--- src/pkg/enc_map.vh ---
// register map, field positions, reset values and timing for the encoder block
`ifndef ENC_MAP_VH
`define ENC_MAP_VH

// ----------------------------------------------------------------------
// register byte offsets
// ----------------------------------------------------------------------
`define REG_CTRL          8'h00
`define REG_COUNT         8'h04
`define REG_STATUS        8'h08
`define REG_ALIGN         8'h0C
`define REG_TRIG          8'h10

// ----------------------------------------------------------------------
// control register fields
// ----------------------------------------------------------------------
`define CTRL_SINGLE_CH    0
`define CTRL_SINGLE_EVAL  1
`define CTRL_OVF_LO       2
`define CTRL_OVF_HI       3
`define CTRL_REVERSE      4
`define CTRL_INIT_DONE    5
`define CTRL_INIT_ERR     6
`define CTRL_TRIG_MODE    7
`define CTRL_CMD_MODE     8
`define CTRL_TASK_LO      12
`define CTRL_TASK_HI      15
`define CTRL_RESET        16'h0000
`define CTRL_WMASK        16'hF1FF

// ----------------------------------------------------------------------
// overflow selections and values
// ----------------------------------------------------------------------
`define OVF_SEL_ALL       2'h0
`define OVF_SEL_B24       2'h1
`define OVF_SEL_B31       2'h2
`define OVF_ALL_ONES      32'hFFFF_FFFF
`define OVF_BIT24_CLR     32'hFEFF_FFFF
`define OVF_BIT31_CLR     32'h7FFF_FFFF

// ----------------------------------------------------------------------
// status line sensor-state codes
// ----------------------------------------------------------------------
`define ST_FREE_RUNNING   2'h0
`define ST_TRIGGERED      2'h1
`define ST_DEACTIVATED    2'h2

// ----------------------------------------------------------------------
// alignment register fields
// ----------------------------------------------------------------------
`define ALIGN_L_LO        0
`define ALIGN_M_LO        10
`define ALIGN_R_LO        20
`define ALIGN_NOOBJ_L     30
`define ALIGN_NOOBJ_M     31

// ----------------------------------------------------------------------
// timing
// ----------------------------------------------------------------------
`define CLK_PERIOD_NS     8
`define ENC_MAX_KHZ       300
`define ENC_FILT_NS       32
`define ENC_FILT_CYC      (`ENC_FILT_NS / `CLK_PERIOD_NS)
`define FLASH_HALF_MS     100
`define FLASH_HALF_CYC    ((`FLASH_HALF_MS * 1000000) / `CLK_PERIOD_NS)
`define CASC_PULSE_NS     800
`define CASC_PULSE_CYC    ((`CASC_PULSE_NS + `CLK_PERIOD_NS - 1) / `CLK_PERIOD_NS)

`endif

--- src/encoder_counter_status_outputs.v ---
// encoder pulse counter with ready, cascade, led and status-line outputs
//
// Chosen here: the address map and the Wishbone register port.
`timescale 1ns/100ps
// Functional notes
// - ready output always equals green indicator
// - green steady after clean init, then measure
// - counter handles pulses up to 300 kHz
// - single or double evaluation modes
// - no four-edge counting offered
// - three selectable overflow values
// - all-ones overflow gives full 32-bit counter
// - reset defaults: two-channel, double, all-ones
// - setting reverses counting direction
// - single-channel mode counts channel A only
// - single-channel: B low up, high down
// - undriven B in single-channel counts up
// - yellow: link steady, traffic flashing, else off
// - status shows free, triggered or deactivated
// - status shows task index 0 to 15
// - left and middle alignment show zero without object
// - command mode accepted and indicated
// - deactivated: laser off, no data, no trigger
// - trigger input or a trigger command synchronises each measurement in triggered mode
`include "enc_map.vh"

module encoder_counter_status_outputs #(
	parameter FLASH_HALF = `FLASH_HALF_CYC,
	parameter MEAS_PERIOD = 1250,
	parameter MIN_DIST = 10'd20
) (
	// clock and reset
	input  wire        clk,
	input  wire        rst_n,
	// classic wishbone slave
	input  wire        wb_cyc_i,
	input  wire        wb_stb_i,
	input  wire        wb_we_i,
	input  wire [7:0]  wb_adr_i,
	input  wire [3:0]  wb_sel_i,
	input  wire [31:0] wb_dat_i,
	output wire        wb_ack_o,
	output wire [31:0] wb_dat_o,
	// encoder connector channels
	input  wire        enc_a,
	input  wire        enc_b,
	// process pins
	input  wire        activation_in,
	input  wire        trigger_in,
	output wire        ready_out,
	output wire        cascade_out,
	// network link state from the host interface
	input  wire        link_up,
	input  wire        link_traffic,
	// indicators and status line
	output wire        led_green,
	output wire        led_yellow,
	output wire        laser_on,
	output wire        data_out_en,
	output wire        meas_start,
	output wire [1:0]  state_code,
	output wire [3:0]  task_disp,
	output wire        cmd_mode_ind,
	output wire [9:0]  disp_left,
	output wire [9:0]  disp_mid,
	output wire [9:0]  disp_right
);

	// ------------------------------------------------------------------
	// helper functions
	// ------------------------------------------------------------------
	// overflow value from selection; unused code falls back to all ones
	function [31:0] ovf_value;
		input [1:0] sel;
		begin
			case (sel)
				`OVF_SEL_B24: ovf_value = `OVF_BIT24_CLR;
				`OVF_SEL_B31: ovf_value = `OVF_BIT31_CLR;
				default:      ovf_value = `OVF_ALL_ONES;
			endcase
		end
	endfunction

	// blank a distance when no object or too close
	function [9:0] align_value;
		input [9:0] raw;
		input       no_obj;
		begin
			if (no_obj || (raw < MIN_DIST))
				align_value = 10'h000;
			else
				align_value = raw;
		end
	endfunction

	// byte-lane merge for wishbone writes
	function [31:0] lane_merge;
		input [31:0] old;
		input [31:0] new_val;
		input [3:0]  sel;
		integer i;
		begin
			lane_merge = old;
			for (i = 0; i < 4; i = i + 1)
				if (sel[i])
					lane_merge[i*8 +: 8] = new_val[i*8 +: 8];
		end
	endfunction

	// ------------------------------------------------------------------
	// registers and wires
	// ------------------------------------------------------------------
	reg  [15:0] ctrl_ff;
	reg  [31:0] align_ff, cnt_ff, nxt_cnt, rdat_ff;
	reg  [31:0] run_cnt_ff, casc_cnt_ff, flash_cnt_ff;
	reg  [1:0]  sync_a_ff, sync_b_ff, sync_act_ff;
	reg  [1:0]  sync_trg_ff, sync_lnk_ff, sync_trf_ff;
	reg  [2:0]  stab_a_ff, stab_b_ff;
	reg         ack_ff, filt_a_ff, filt_b_ff, a_prev_ff;
	reg         trg_prev_ff, meas_ff, flash_ff, sw_trig_ff;
	wire        wb_req, wr_en, a_rise, a_fall, a_edge, cnt_up, raw_up;
	wire        active, ready, trig_evt, free_evt;
	wire [31:0] ovf;

	// ------------------------------------------------------------------
	// wishbone slave: one wait state, ack for one cycle
	// ------------------------------------------------------------------
	assign wb_req = wb_cyc_i & wb_stb_i & ~ack_ff;
	assign wr_en  = wb_req & wb_we_i;

	always @(posedge clk or negedge rst_n)
	begin
		if (!rst_n)
		begin
			ack_ff  <= 1'b0;
			rdat_ff <= 32'h0000_0000;
		end
		else
		begin
			ack_ff <= wb_req;
			case (wb_adr_i)
				`REG_CTRL:   rdat_ff <= {16'h0000, ctrl_ff};
				`REG_COUNT:  rdat_ff <= cnt_ff;
				`REG_STATUS: rdat_ff <= {16'h0000, cmd_mode_ind, 3'h0,
					task_disp, 1'b0, data_out_en, state_code,
					laser_on, led_yellow, led_green, ready_out};
				`REG_ALIGN:  rdat_ff <= align_ff;
				default:     rdat_ff <= 32'h0000_0000;  // unmapped reads zero
			endcase
		end
	end

	assign wb_ack_o = ack_ff;
	assign wb_dat_o = rdat_ff;

	// configuration registers; reset defaults are two-channel, double
	// evaluation, all-ones overflow; ctrl keeps the low half only
	wire [31:0] ctrl_wr = lane_merge({16'h0000, ctrl_ff}, wb_dat_i,
		wb_sel_i) & {16'h0000, `CTRL_WMASK};
	always @(posedge clk or negedge rst_n)
	begin
		if (!rst_n)
		begin
			ctrl_ff    <= `CTRL_RESET;
			align_ff   <= 32'hC000_0000;
			sw_trig_ff <= 1'b0;
		end
		else
		begin
			sw_trig_ff <= wr_en && (wb_adr_i == `REG_TRIG) && wb_sel_i[0]
				&& wb_dat_i[0];
			if (wr_en && (wb_adr_i == `REG_CTRL))
				ctrl_ff <= ctrl_wr[15:0];
			if (wr_en && (wb_adr_i == `REG_ALIGN))
				align_ff <= lane_merge(align_ff, wb_dat_i, wb_sel_i);
		end
	end

	// ------------------------------------------------------------------
	// input synchronisers
	// ------------------------------------------------------------------
	// second stage is the only reader of each first stage
	always @(posedge clk or negedge rst_n)
	begin
		if (!rst_n)
		begin
			sync_a_ff   <= 2'h0;
			sync_b_ff   <= 2'h0;
			sync_act_ff <= 2'h0;
			sync_trg_ff <= 2'h0;
			sync_lnk_ff <= 2'h0;
			sync_trf_ff <= 2'h0;
		end
		else
		begin
			sync_a_ff   <= {sync_a_ff[0], enc_a};
			sync_b_ff   <= {sync_b_ff[0], enc_b};
			sync_act_ff <= {sync_act_ff[0], activation_in};
			sync_trg_ff <= {sync_trg_ff[0], trigger_in};
			sync_lnk_ff <= {sync_lnk_ff[0], link_up};
			sync_trf_ff <= {sync_trf_ff[0], link_traffic};
		end
	end

	// glitch filter: a new level must hold for the filter time; 32 ns
	// is far below the 1.67 us half period at the top pulse rate
	always @(posedge clk or negedge rst_n)
	begin
		if (!rst_n)
		begin
			filt_a_ff <= 1'b0;
			filt_b_ff <= 1'b0;
			stab_a_ff <= 3'h0;
			stab_b_ff <= 3'h0;
			a_prev_ff <= 1'b0;
		end
		else
		begin
			a_prev_ff <= filt_a_ff;  // edge detect one stage behind
			if (sync_a_ff[1] == filt_a_ff)
				stab_a_ff <= 3'h0;
			else if (stab_a_ff == `ENC_FILT_CYC - 1)
			begin
				filt_a_ff <= sync_a_ff[1];
				stab_a_ff <= 3'h0;
			end
			else
				stab_a_ff <= stab_a_ff + 3'h1;
			if (sync_b_ff[1] == filt_b_ff)
				stab_b_ff <= 3'h0;
			else if (stab_b_ff == `ENC_FILT_CYC - 1)
			begin
				filt_b_ff <= sync_b_ff[1];
				stab_b_ff <= 3'h0;
			end
			else
				stab_b_ff <= stab_b_ff + 3'h1;
		end
	end

	// ------------------------------------------------------------------
	// pulse counter
	// ------------------------------------------------------------------
	// only channel A edges count; B never clocks the counter, so no
	// four-edge mode exists
	assign a_rise = filt_a_ff & ~a_prev_ff;
	assign a_fall = ~filt_a_ff & a_prev_ff;
	// single evaluation counts rising edges, double counts both
	assign a_edge = ctrl_ff[`CTRL_SINGLE_EVAL] ? a_rise
		: (a_rise | a_fall);
	// single channel: B low counts up, high down; B is pulled low
	// outside so an open input counts up
	// two channel: A leading B counts up
	assign raw_up = ctrl_ff[`CTRL_SINGLE_CH] ? ~filt_b_ff
		: (a_rise ? ~filt_b_ff : filt_b_ff);
	assign cnt_up = raw_up ^ ctrl_ff[`CTRL_REVERSE];
	assign ovf    = ovf_value(ctrl_ff[`CTRL_OVF_HI:`CTRL_OVF_LO]);

	// next count with wrap at the overflow value
	always @*
	begin
		nxt_cnt = cnt_ff;
		if (a_edge)
		begin
			if (cnt_up)
				nxt_cnt = (cnt_ff >= ovf) ? 32'h0000_0000
					: cnt_ff + 32'h0000_0001;
			else
				nxt_cnt = (cnt_ff == 32'h0000_0000) ? ovf
					: cnt_ff - 32'h0000_0001;
		end
	end

	// a software load of the count wins over a pulse in the same cycle
	always @(posedge clk or negedge rst_n)
	begin
		if (!rst_n)
			cnt_ff <= 32'h0000_0000;
		else if (wr_en && (wb_adr_i == `REG_COUNT))
			cnt_ff <= lane_merge(cnt_ff, wb_dat_i, wb_sel_i);
		else
			cnt_ff <= nxt_cnt;
	end

	// ------------------------------------------------------------------
	// activation, trigger, measurement and cascade
	// ------------------------------------------------------------------
	assign active   = sync_act_ff[1];
	assign ready    = ctrl_ff[`CTRL_INIT_DONE] & ~ctrl_ff[`CTRL_INIT_ERR];
	// triggers come from the pin or a command, only while active
	assign trig_evt = active & ready & ctrl_ff[`CTRL_TRIG_MODE]
		& ((sync_trg_ff[1] & ~trg_prev_ff) | sw_trig_ff);
	assign free_evt = active & ready & ~ctrl_ff[`CTRL_TRIG_MODE]
		& (run_cnt_ff == MEAS_PERIOD - 1);

	always @(posedge clk or negedge rst_n)
	begin
		if (!rst_n)
		begin
			trg_prev_ff <= 1'b0;
			meas_ff     <= 1'b0;
			run_cnt_ff  <= 32'h0000_0000;
			casc_cnt_ff <= 32'h0000_0000;
		end
		else
		begin
			trg_prev_ff <= sync_trg_ff[1];
			meas_ff     <= trig_evt | free_evt;
			if (free_evt || !active || ctrl_ff[`CTRL_TRIG_MODE])
				run_cnt_ff <= 32'h0000_0000;
			else
				run_cnt_ff <= run_cnt_ff + 32'h0000_0001;
			// each measurement start hands a pulse down the chain
			if (trig_evt || free_evt)
				casc_cnt_ff <= `CASC_PULSE_CYC;
			else if (casc_cnt_ff != 32'h0000_0000)
				casc_cnt_ff <= casc_cnt_ff - 32'h0000_0001;
		end
	end

	assign meas_start  = meas_ff;
	assign cascade_out = (casc_cnt_ff != 32'h0000_0000);
	assign laser_on    = active;
	assign data_out_en = active & ready;

	// ------------------------------------------------------------------
	// yellow indicator flash timer
	// ------------------------------------------------------------------
	always @(posedge clk or negedge rst_n)
	begin
		if (!rst_n)
		begin
			flash_cnt_ff <= 32'h0000_0000;
			flash_ff     <= 1'b0;
		end
		else if (flash_cnt_ff == FLASH_HALF - 1)
		begin
			flash_cnt_ff <= 32'h0000_0000;
			flash_ff     <= ~flash_ff;
		end
		else
			flash_cnt_ff <= flash_cnt_ff + 32'h0000_0001;
	end

	// ------------------------------------------------------------------
	// indicators and status line
	// ------------------------------------------------------------------
	assign led_green  = ready;
	assign ready_out  = led_green;
	assign led_yellow = sync_lnk_ff[1]
		& (sync_trf_ff[1] ? flash_ff : 1'b1);
	assign state_code = !active ? `ST_DEACTIVATED
		: (ctrl_ff[`CTRL_TRIG_MODE] ? `ST_TRIGGERED
		: `ST_FREE_RUNNING);
	// four bits hold exactly tasks 0 to 15
	assign task_disp  = ctrl_ff[`CTRL_TASK_HI:`CTRL_TASK_LO];
	assign cmd_mode_ind = ctrl_ff[`CTRL_CMD_MODE];
	assign disp_left  = align_value(align_ff[`ALIGN_L_LO +: 10],
		align_ff[`ALIGN_NOOBJ_L]);
	assign disp_mid   = align_value(align_ff[`ALIGN_M_LO +: 10],
		align_ff[`ALIGN_NOOBJ_M]);
	assign disp_right = align_value(align_ff[`ALIGN_R_LO +: 10],
		1'b0);

endmodule

--- config.mk ---
export PLATFORM = sky130hd
export DESIGN_NAME = encoder_counter_status_outputs
export DESIGN_NICKNAME = d
export VERILOG_FILES = /design/src/encoder_counter_status_outputs.v
export VERILOG_INCLUDE_DIRS = /design/src /design/src/pkg
export SDC_FILE = /design/constraint.sdc
export NUM_CORES = 1
export LEC_CHECK = 0
export BUFFER_PORTS_ARGS = -buffer_cell sky130_fd_sc_hd__clkbuf_2
export CAP_MARGIN = 20
export CELL_PAD_IN_SITES_DETAIL_PLACEMENT = 2
export CELL_PAD_IN_SITES_GLOBAL_PLACEMENT = 2
export CORE_MARGIN = 3
export CORE_UTILIZATION = 42
export CTS_BUF_LIST = sky130_fd_sc_hd__clkbuf_8
export DETAILED_ROUTE_END_ITERATION = 10
export PLACE_DENSITY = 0.92
export SETUP_SLACK_MARGIN = 0.1
export SLEW_MARGIN = 20
export SYNTH_ARGS = -nofsm -noshare
export SYNTH_HDL_FRONTEND = slang
export SYNTH_SLANG_ARGS = --single-unit
--- constraint.sdc ---
create_clock -name clk -period 6.6 [get_ports clk]
set_input_delay 1.32 -clock clk [delete_from_list [all_inputs] [get_ports clk]]
set_output_delay 1.32 -clock clk [all_outputs]
set_load 0.02 [all_outputs]
==> impl.org, run 1 <==
** Logic synthesis
- Yosys mapped a number of flops with a built-in enable equal to 0.
- Synthesis inferred 231 register bits.
- In the synthesized netlist the dominant register cell turns out to be sky130_fd_sc_hd__dfrtp_1.
- Synthesis produced a netlist with a net count of 1295.
- Yosys warning total :: 0
- The cell count after synthesis came out at 1227.
- Fraction of synthesis flops using an asynchronous set or reset pin :: 1.000
- For this run, the register share of the synthesized area comes to 0.4796.
- Mapped Area :: 12060 um^2
- The number of different library cells used by synthesis comes to 76.
- Synthesized area per cell :: 9.827 um^2

** STA
- Setup slack closes at 2.269 ns.
- Worst slew pin tran :: 1.049 ns
- Maximum clock rate :: 0.2309 GHz
- The hold violation count in the final report came to 0.
- Tightest hold margin :: 0.3512 ns
- # setup viols final :: 0
- Counting I/O delays and the setup requirement, the final critical path takes 4.331 ns.
- Post-route clock period utilization :: 0.6563
- Worst slew slack as a fraction of its limit :: 0.3006
- Number of pins with negative max-slew slack in the final report :: 0
- Final-layout setup total negative slack :: 0 ns
- Between clock sinks in the finished design, the worst skew comes to 0.02480 ns.
- Setup repair after global routing left no endpoint under its margin.

** Place
- Placement-stage cell area :: 13000 um^2
- At the end of routability-driven placement, the weighted congestion stood at 0.8673.
- Including well taps, the total number of placed cells is 1669.
- Port buffering added 131 buffers.
- DP HPWL :: 30350 um
- OpenSTA, run right after detailed placement, puts the worst setup slack at 2.236 ns.

** Detailed routing
- Routed vias/inst :: 6.262
- Dividing the detail-routed wire length by the instance count gives 27.61 um.
- Iteration-0 DRC Markers :: 1056
- Number of detailed-routing iterations run before antenna repair :: 5
- After detailed routing, the number of remaining DRC violations is 0.
- The detail route stage leaves a number of antenna-violating nets equal to 0.
- Total wire length after detailed routing :: 48120 um
- Overall via count from detail_route :: 10910

** GRT
- Largest net degree at the start of global routing :: 134
- Initial antenna violation count :: 5
- Global router's overall resource usage :: 0.3115
- Overflow left after global routing :: 0
- Via count of the first global-routing pass :: 12150
- Global-route wire length before repair :: 75350 um

** Power and ir drop
- Max rail drop VDD :: 0.2390 mV
- Dividing total power by cell area gives a power density of 359.4 nW/um^2.
- The analysis attributes to cell leakage a power of 6.305 nW.

** Run
- Number of maximum-capacitance violations :: 0

** Final layout
- Fraction of layout cells with a size suffix above 1 :: 0.2093
- The net count of the finished layout is 1402.
- Signed area change from the synthesized netlist to the final layout :: 15.06%
- Total of fill cells in the finished design :: 2929
- Cell Count, Final, Fillers Out :: 1743
- The finished cells cover 13870 um^2.

** CTS
- CTS placed an instance of sky130_fd_sc_hd__clkbuf_8 at the clock tree root.
- Number of buffers inserted for hold repair after clock tree synthesis :: 0
- CTS tree :: yes
- Number of clock sinks :: 231
- Max H-tree Level :: 2
- After clock tree synthesis, the repair step resized 0 gates.
- Clk pin slew, worst setup/hold paths :: 0.07 ns
- Clock latency at the later pin of the worst-skew pair :: 0.56 ns
- Number of buffers between clock root and the deepest sink :: 3
- TritonCTS created 41 clock buffers.
- After clock tree synthesis, the setup repair step added 0 buffers.

** Die
- The die covers 30780 um^2.
- In this run the core area contains 61 standard-cell rows.
- The total area inside the core boundary comes to 28010 um^2.
- 132 I/O pins were placed.
- Die X :: 175.4 um
- Height of the chip :: 175.4 um
- For this configuration, the core starts out at a cell density of 0.4305.

** Worst setup path
- The worst setup path is captured at an output pin.
- Slack of the worst reg-to-reg path :: 3.12 ns
- The endpoint identified for the worst register-to-register timing path is cnt_ff[28].
- STA classifies the critical path startpoint as a register.
- Data on the critical path arrives at its endpoint at 3.01 ns.
- Worst path required time :: 5.28 ns
- Start of the worst register-to-register path :: cnt_ff[13]
- The worst register-to-register path has a depth of 8.
- Along the worst path, the maximum fanout reaches 7.
- Critical setup path kind :: reg -> out

** Hold path
- In this run the worst hold path is classified as reg -> reg.
- Sink of the worst hold path :: sync_trf_ff[1]
- The worst hold path passes through 0 cells.
- In this run the most critical hold path is launched from sync_trf_ff[0].

** Status
- Result of the run :: finished clean
-- through the flow --
| stage | total power [mW] | util |
|---|---|---|
| final | 4.986 | 0.4953 |
| after global routing | 5.246 | 0.4953 |
| after CTS | 4.960 | 0.4950 |
| after detailed placement | 3.417 | 0.4642 |
| after global placement | 3.272 | 0.4642 |
| after floorplan | 2.900 | - |
-- power breakdown --
| group | leakage [nW] | internal, mW | switching (mW) |
|---|---|---|---|
| combinational | 2.73 | 0.512 | 1.12 |
| clock | 0.488 | 0.791 | 0.650 |
| sequential | 3.09 | 1.59 | 0.318 |
| total | 6.31 | 2.90 | 2.09 |
-- critical path, cell delays in order, from the launching register on --
cell	delay [ns]
sky130_fd_sc_hd__dfrtp_1	0.46
sky130_fd_sc_hd__or4_1	0.59
sky130_fd_sc_hd__nor4_1	0.37
sky130_fd_sc_hd__nand4_1	0.40
sky130_fd_sc_hd__or2_0	0.42
sky130_fd_sc_hd__clkbuf_2	0.20
-- kinds of logic (layout without fill, tap and decap cells) --
family,Yosys count,after routing,share of synthesized area
compound gates,240,240,0.1311
xor+xnor,100,100,0.07264
fa+ha+maj,13,13,0.01349
buf+inv,103,238,0.03538
flops,231,231,0.4796
mux,60,60,0.05489
other cells,0,3,0
simple gates,480,480,0.2129
-- flip-flops by register name, summed over array words and instances (netlist names), 2 cells and up --
register,flops
cnt_ff,32
sync_b_ff,2
sync_trf_ff,2
align_ff,32
stab_b_ff,3
run_cnt_ff,32
sync_trg_ff,2
flash_cnt_ff,32
casc_cnt_ff,32
sync_act_ff,2
sync_lnk_ff,2
wb_dat_o,32
ctrl_ff,13
stab_a_ff,3
sync_a_ff,2
-- routing by layer --
metal  track usage  wire length, um  vias up
met5             0               23        -
met4        0.1194             1870        4
met3       0.05447             2717      125
met2        0.5298            23940      417
met1        0.3979            19570     5731
li1              -                -     4637
-- how the worst max path moves through the flow --
stage | start | end | slack, ns | depth (start not counted)
3_3_place_gp | wb_adr_i[5] | align_ff[20] | 2.41 | 8
6_report | casc_cnt_ff[24] | cascade_out | 2.27 | 5
4_1_cts | casc_cnt_ff[24] | cascade_out | 2.30 | 5
5_1_grt | casc_cnt_ff[24] | cascade_out | 2.08 | 5
3_5_place_dp | wb_adr_i[5] | align_ff[16] | 2.24 | 8
2_1_floorplan | casc_cnt_ff[6] | cascade_out | 3.19 | 5
-- final cells by class --
class | instances | area (um^2) | area share
antenna | 3 | 7.507 | 0.0005411
tap | 378 | 473.0 | 0.03409
clock buffer | 56 | 770.7 | 0.05556
timing repair buffer | 143 | 768.2 | 0.05538
inverter | 24 | 90.09 | 0.006494
sequential | 231 | 5783 | 0.4168
multi-input combinational | 893 | 5891 | 0.4246
clock inverter | 15 | 90.09 | 0.006494
-- cell usage in the layout, fill, tap and decap left out, types with 5 or more instances in the layout --
| master | count |
|---|---|
| sky130_fd_sc_hd__a21oi_1 | 60 |
| sky130_fd_sc_hd__a221o_1 | 10 |
| sky130_fd_sc_hd__a22o_1 | 18 |
| sky130_fd_sc_hd__a22oi_1 | 7 |
| sky130_fd_sc_hd__a31oi_1 | 12 |
| sky130_fd_sc_hd__and2_1 | 20 |
| sky130_fd_sc_hd__and3_1 | 18 |
| sky130_fd_sc_hd__and4_1 | 11 |
| sky130_fd_sc_hd__buf_4 | 11 |
| sky130_fd_sc_hd__clkbuf_2 | 130 |
| sky130_fd_sc_hd__clkbuf_8 | 56 |
| sky130_fd_sc_hd__dfrtp_1 | 229 |
| sky130_fd_sc_hd__ha_1 | 13 |
| sky130_fd_sc_hd__inv_1 | 34 |
| sky130_fd_sc_hd__mux2_2 | 49 |
| sky130_fd_sc_hd__mux2i_1 | 11 |
| sky130_fd_sc_hd__nand2_1 | 75 |
| sky130_fd_sc_hd__nand2b_1 | 5 |
| sky130_fd_sc_hd__nand3_1 | 42 |
| sky130_fd_sc_hd__nand4_1 | 30 |
| sky130_fd_sc_hd__nor2_1 | 125 |
| sky130_fd_sc_hd__nor2b_1 | 29 |
| sky130_fd_sc_hd__nor3_1 | 41 |
| sky130_fd_sc_hd__nor3b_1 | 6 |
| sky130_fd_sc_hd__nor4_1 | 27 |
| sky130_fd_sc_hd__nor4_2 | 5 |
| sky130_fd_sc_hd__o211ai_1 | 8 |
| sky130_fd_sc_hd__o21ai_0 | 61 |
| sky130_fd_sc_hd__o221ai_1 | 7 |
| sky130_fd_sc_hd__o22ai_1 | 7 |
| sky130_fd_sc_hd__or3_1 | 12 |
| sky130_fd_sc_hd__or4_1 | 7 |
| sky130_fd_sc_hd__or4_4 | 5 |
| sky130_fd_sc_hd__xnor2_1 | 54 |
| sky130_fd_sc_hd__xor2_1 | 44 |
-- Yosys cell counts, drive strengths merged, types with 34 or more instances --
master | instances | area (um^2)
a21oi | 60 | 300.3
clkbuf | 56 | 211.5
dfrtp | 229 | 5731
mux2 | 49 | 551.8
nand2 | 75 | 281.5
nand3 | 42 | 210.2
nor2 | 128 | 483.0
nor3 | 41 | 205.2
nor4 | 34 | 274.0
o21ai | 66 | 337.8
xnor2 | 55 | 481.7
xor2 | 45 | 394.1
(Power assumes the default switching activity.)
==> inputs of run 2 (changes only) <==
- CORE_UTILIZATION: 42 -> 35
- PLACE_DENSITY: 0.92 -> 0.82
- clock period: 6.6 -> 3.8 ns (I/O delays scaled with it)
==> run 2 against run 1 <==
Effect of this change: sequential share of layout area shrank 1.0 points; worst setup slack lost 2.1 ns; hold slack lost 0.19 ns; clock power grew 83%; final area grew 2.5%; sequential cell count is the same; clock skew grew 0.024 ns; critical endpoint unchanged; highest routed layer is now met4.
==> impl.org, run 2 (synthesized netlist as in run 1, its figures left out) <==
** Detailed routing
- Overall via count from detail_route :: 10560
- Total wire length after detailed routing :: 42730 um
- After the first detailed-routing iteration, the DRC count stood at 568.
- For this run, design rule violations remaining after detail routing come to 0.
- In the final routed layout, each cell accounts on average for 23.19 um.
- Routed vias/inst :: 5.730
- Before antenna repair, the detailed router went through 5 iterations.
- In this run the remaining antenna-violating nets after routing total 0.

** Power and ir drop
- Comb pwr share :: 0.335
- For this design the static power due to leakage is 6.469 nW.
- Reg power frac :: 0.365
- Max rail drop VDD :: 0.2670 mV
- Power spread over the standard cell area amounts to 617.3 nW/um^2.
- Reported net switching power :: 3.543 mW
- Clk network pwr share :: 0.300
- P_int :: 5.237 mW
- Tot Pwr :: 8.780 mW
- Of the total power, the share spent switching nets is 0.4035.

** Final layout
- The finished cells cover 14220 um^2.
- Signed area change from the synthesized netlist to the final layout :: 17.96%
- Most common cell after layout, fill and taps aside :: sky130_fd_sc_hd__dfrtp_1
- Core Util, Final :: 0.4210
- Of the cells placed in the final design, the portion with a size suffix greater than 1 is 0.2254.
- Leaving out fill and tap cells, the most frequent cells in the layout are 229 x sky130_fd_sc_hd__dfrtp_1, 130 x sky130_fd_sc_hd__clkbuf_2, 125 x sky130_fd_sc_hd__nor2_1.
- Post-layout nets :: 1428

** Die
- Num ports :: 132
- The die covers 36710 um^2.
- Die X :: 191.6 um
- For this configuration, the core starts out at a cell density of 0.3569.
- Num rows :: 67
- Height of the chip :: 191.6 um
- The core region is 33780 um^2.

** STA
- The number of slew-limit violations in the final report came to 0.
- Hold violation count in the final report :: 0
- Timing would allow up to 0.2768 GHz.
- # setup viols final :: 0
- Dividing the final minimum period by the clock period gives 0.9509.
- Setup WS post-layout :: 0.1867 ns
- RSZ-0062 raised after global routing :: no
- For the final database, setup skew stands at 0.04899 ns.
- Worst slew slack as a fraction of its limit :: 0.3550
- Worst slew pin tran :: 0.9674 ns
- Subtracting the final worst setup slack from the clock period gives 3.613 ns.
- For the final routed database, the setup TNS stands at 0 ns.

** Worst setup path
- Sort of element at the end of the critical path :: output pin
- The setup check on the worst reg-to-reg path leaves a slack of 0.55 ns.
- Crit path launch type :: register
- Along the worst path, the maximum fanout reaches 5.
- Critical setup path kind :: reg -> out
- The number of cells on the worst reg-to-reg path is 8.
- STA puts the critical path data required time at 3.04 ns.
- Capture point of the worst reg-to-reg path :: cnt_ff[25]
- The startpoint identified for the worst register-to-register timing path is cnt_ff[1].
- At the worst endpoint, the arrival time is 2.85 ns.

** CTS
- CTS saw 231 sinks.
- CTS tree :: yes
- After clock tree synthesis, the clock-pin slew on the worst setup and hold paths is 0.06 ns.
- Max H-tree Level :: 2
- Number of buffers inserted for hold repair after clock tree synthesis :: 0
- Number of buffers between clock root and the deepest sink :: 3
- CTS Buf Count :: 43
- Clock tree synthesis selected as its root buffer the cell sky130_fd_sc_hd__clkbuf_8.
- The clock reaches the later pin of the worst-skew pair after 0.58 ns.

** Place
- Summed over all nets, the half-perimeter wirelength after detailed placement is 30300 um.
- OpenSTA, run right after detailed placement, puts the worst setup slack at 0.5374 ns.
- The placed instances occupy a cell area of 13280 um^2.
- Weighted congestion reported at the end of routability-driven placement :: 0.8824
- Buffers placed on the I/O ports in this run total 131.

** GRT
- Overflow left after global routing :: 0
- The via count of the first global-routing pass came to 11580.
- Across every metal layer, demand over resource in global routing totals 0.2338.
- The first global-routing pass estimated 67850 um of wire.
- Initial antenna violation count :: 2
- Entering global routing, the biggest net connects 85 pins.

** Run
- Number of maximum-capacitance violations :: 0

** Hold path
- The path class of the tightest hold or removal check is in -> async.

** Status
- The flow ran to the end, and the final reports show no timing, DRC or antenna violations.
[run 2: critical path, cell delays in order (launching register included)]
cell	delay, ns
sky130_fd_sc_hd__dfrtp_1	0.40
sky130_fd_sc_hd__or4_4	0.54
sky130_fd_sc_hd__or3_4	0.38
sky130_fd_sc_hd__or4_4	0.46
sky130_fd_sc_hd__or2_1	0.31
sky130_fd_sc_hd__clkbuf_2	0.18
[run 2: repair_timing]
action / CTS / global route
endpoints found under the setup margin: 0 / 1
gates resized for setup: 0 / 1
buffers inserted: 0 / 0
[run 2: stage by stage]
| step | cells | hold slack [ns] |
|---|---|---|
| after floorplan | 1227 | 0.3312 |
| after global placement | 1763 | 0.3323 |
| after detailed placement | 1763 | 0.3395 |
| after CTS | 1841 | 0.2040 |
| after global routing | 1843 | 0.2038 |
| final | 1843 | 0.1635 |
[run 2: final cells by class]
cell class / count / area (um^2)
inverters: 24 / 90.09
diodes: 2 / 5.005
multi-input cells: 893 / 5889
clock buffers: 53 / 729.5
flip-flops and latches: 231 / 5783
clock inverters: 25 / 205.2
fillers: 3673 / 19560
well taps: 448 / 560.5
repair buffers: 167 / 960.9
[run 2: worst max-delay path by stage]
stage | from | end | slack, ns | cells after the start
detailed placement | wb_adr_i[5] | align_ff[21] | 0.54 | 8
global placement | wb_adr_i[5] | align_ff[29] | 0.56 | 8
floorplan | casc_cnt_ff[6] | cascade_out | 0.95 | 5
finish | casc_cnt_ff[6] | cascade_out | 0.19 | 5
CTS | casc_cnt_ff[6] | cascade_out | 0.13 | 5
global route | casc_cnt_ff[6] | cascade_out | 0.12 | 5
[run 2: power groups by stage]
| stage | sequential, mW | combinational [mW] | clock (mW) |
|---|---|---|---|
| 2_1_floorplan | 3.03 | 2.01 | 0 |
| 3_3_place_gp | 3.21 | 2.68 | 0 |
| 3_5_place_dp | 3.23 | 2.83 | 0 |
| 4_1_cts | 3.20 | 2.90 | 2.69 |
| 5_1_grt | 3.27 | 3.22 | 2.82 |
| 6_report | 3.21 | 2.94 | 2.63 |
[run 2: metal layers]
metal / global-route usage / up-vias / wire length, um
li1: - / 4685 / -
met1: 0.3163 / 5563 / 19000
met2: 0.3969 / 244 / 20950
met3: 0.02938 / 68 / 1787
met4: 0.06266 / 0 / 990
met5: 0 / - / 0
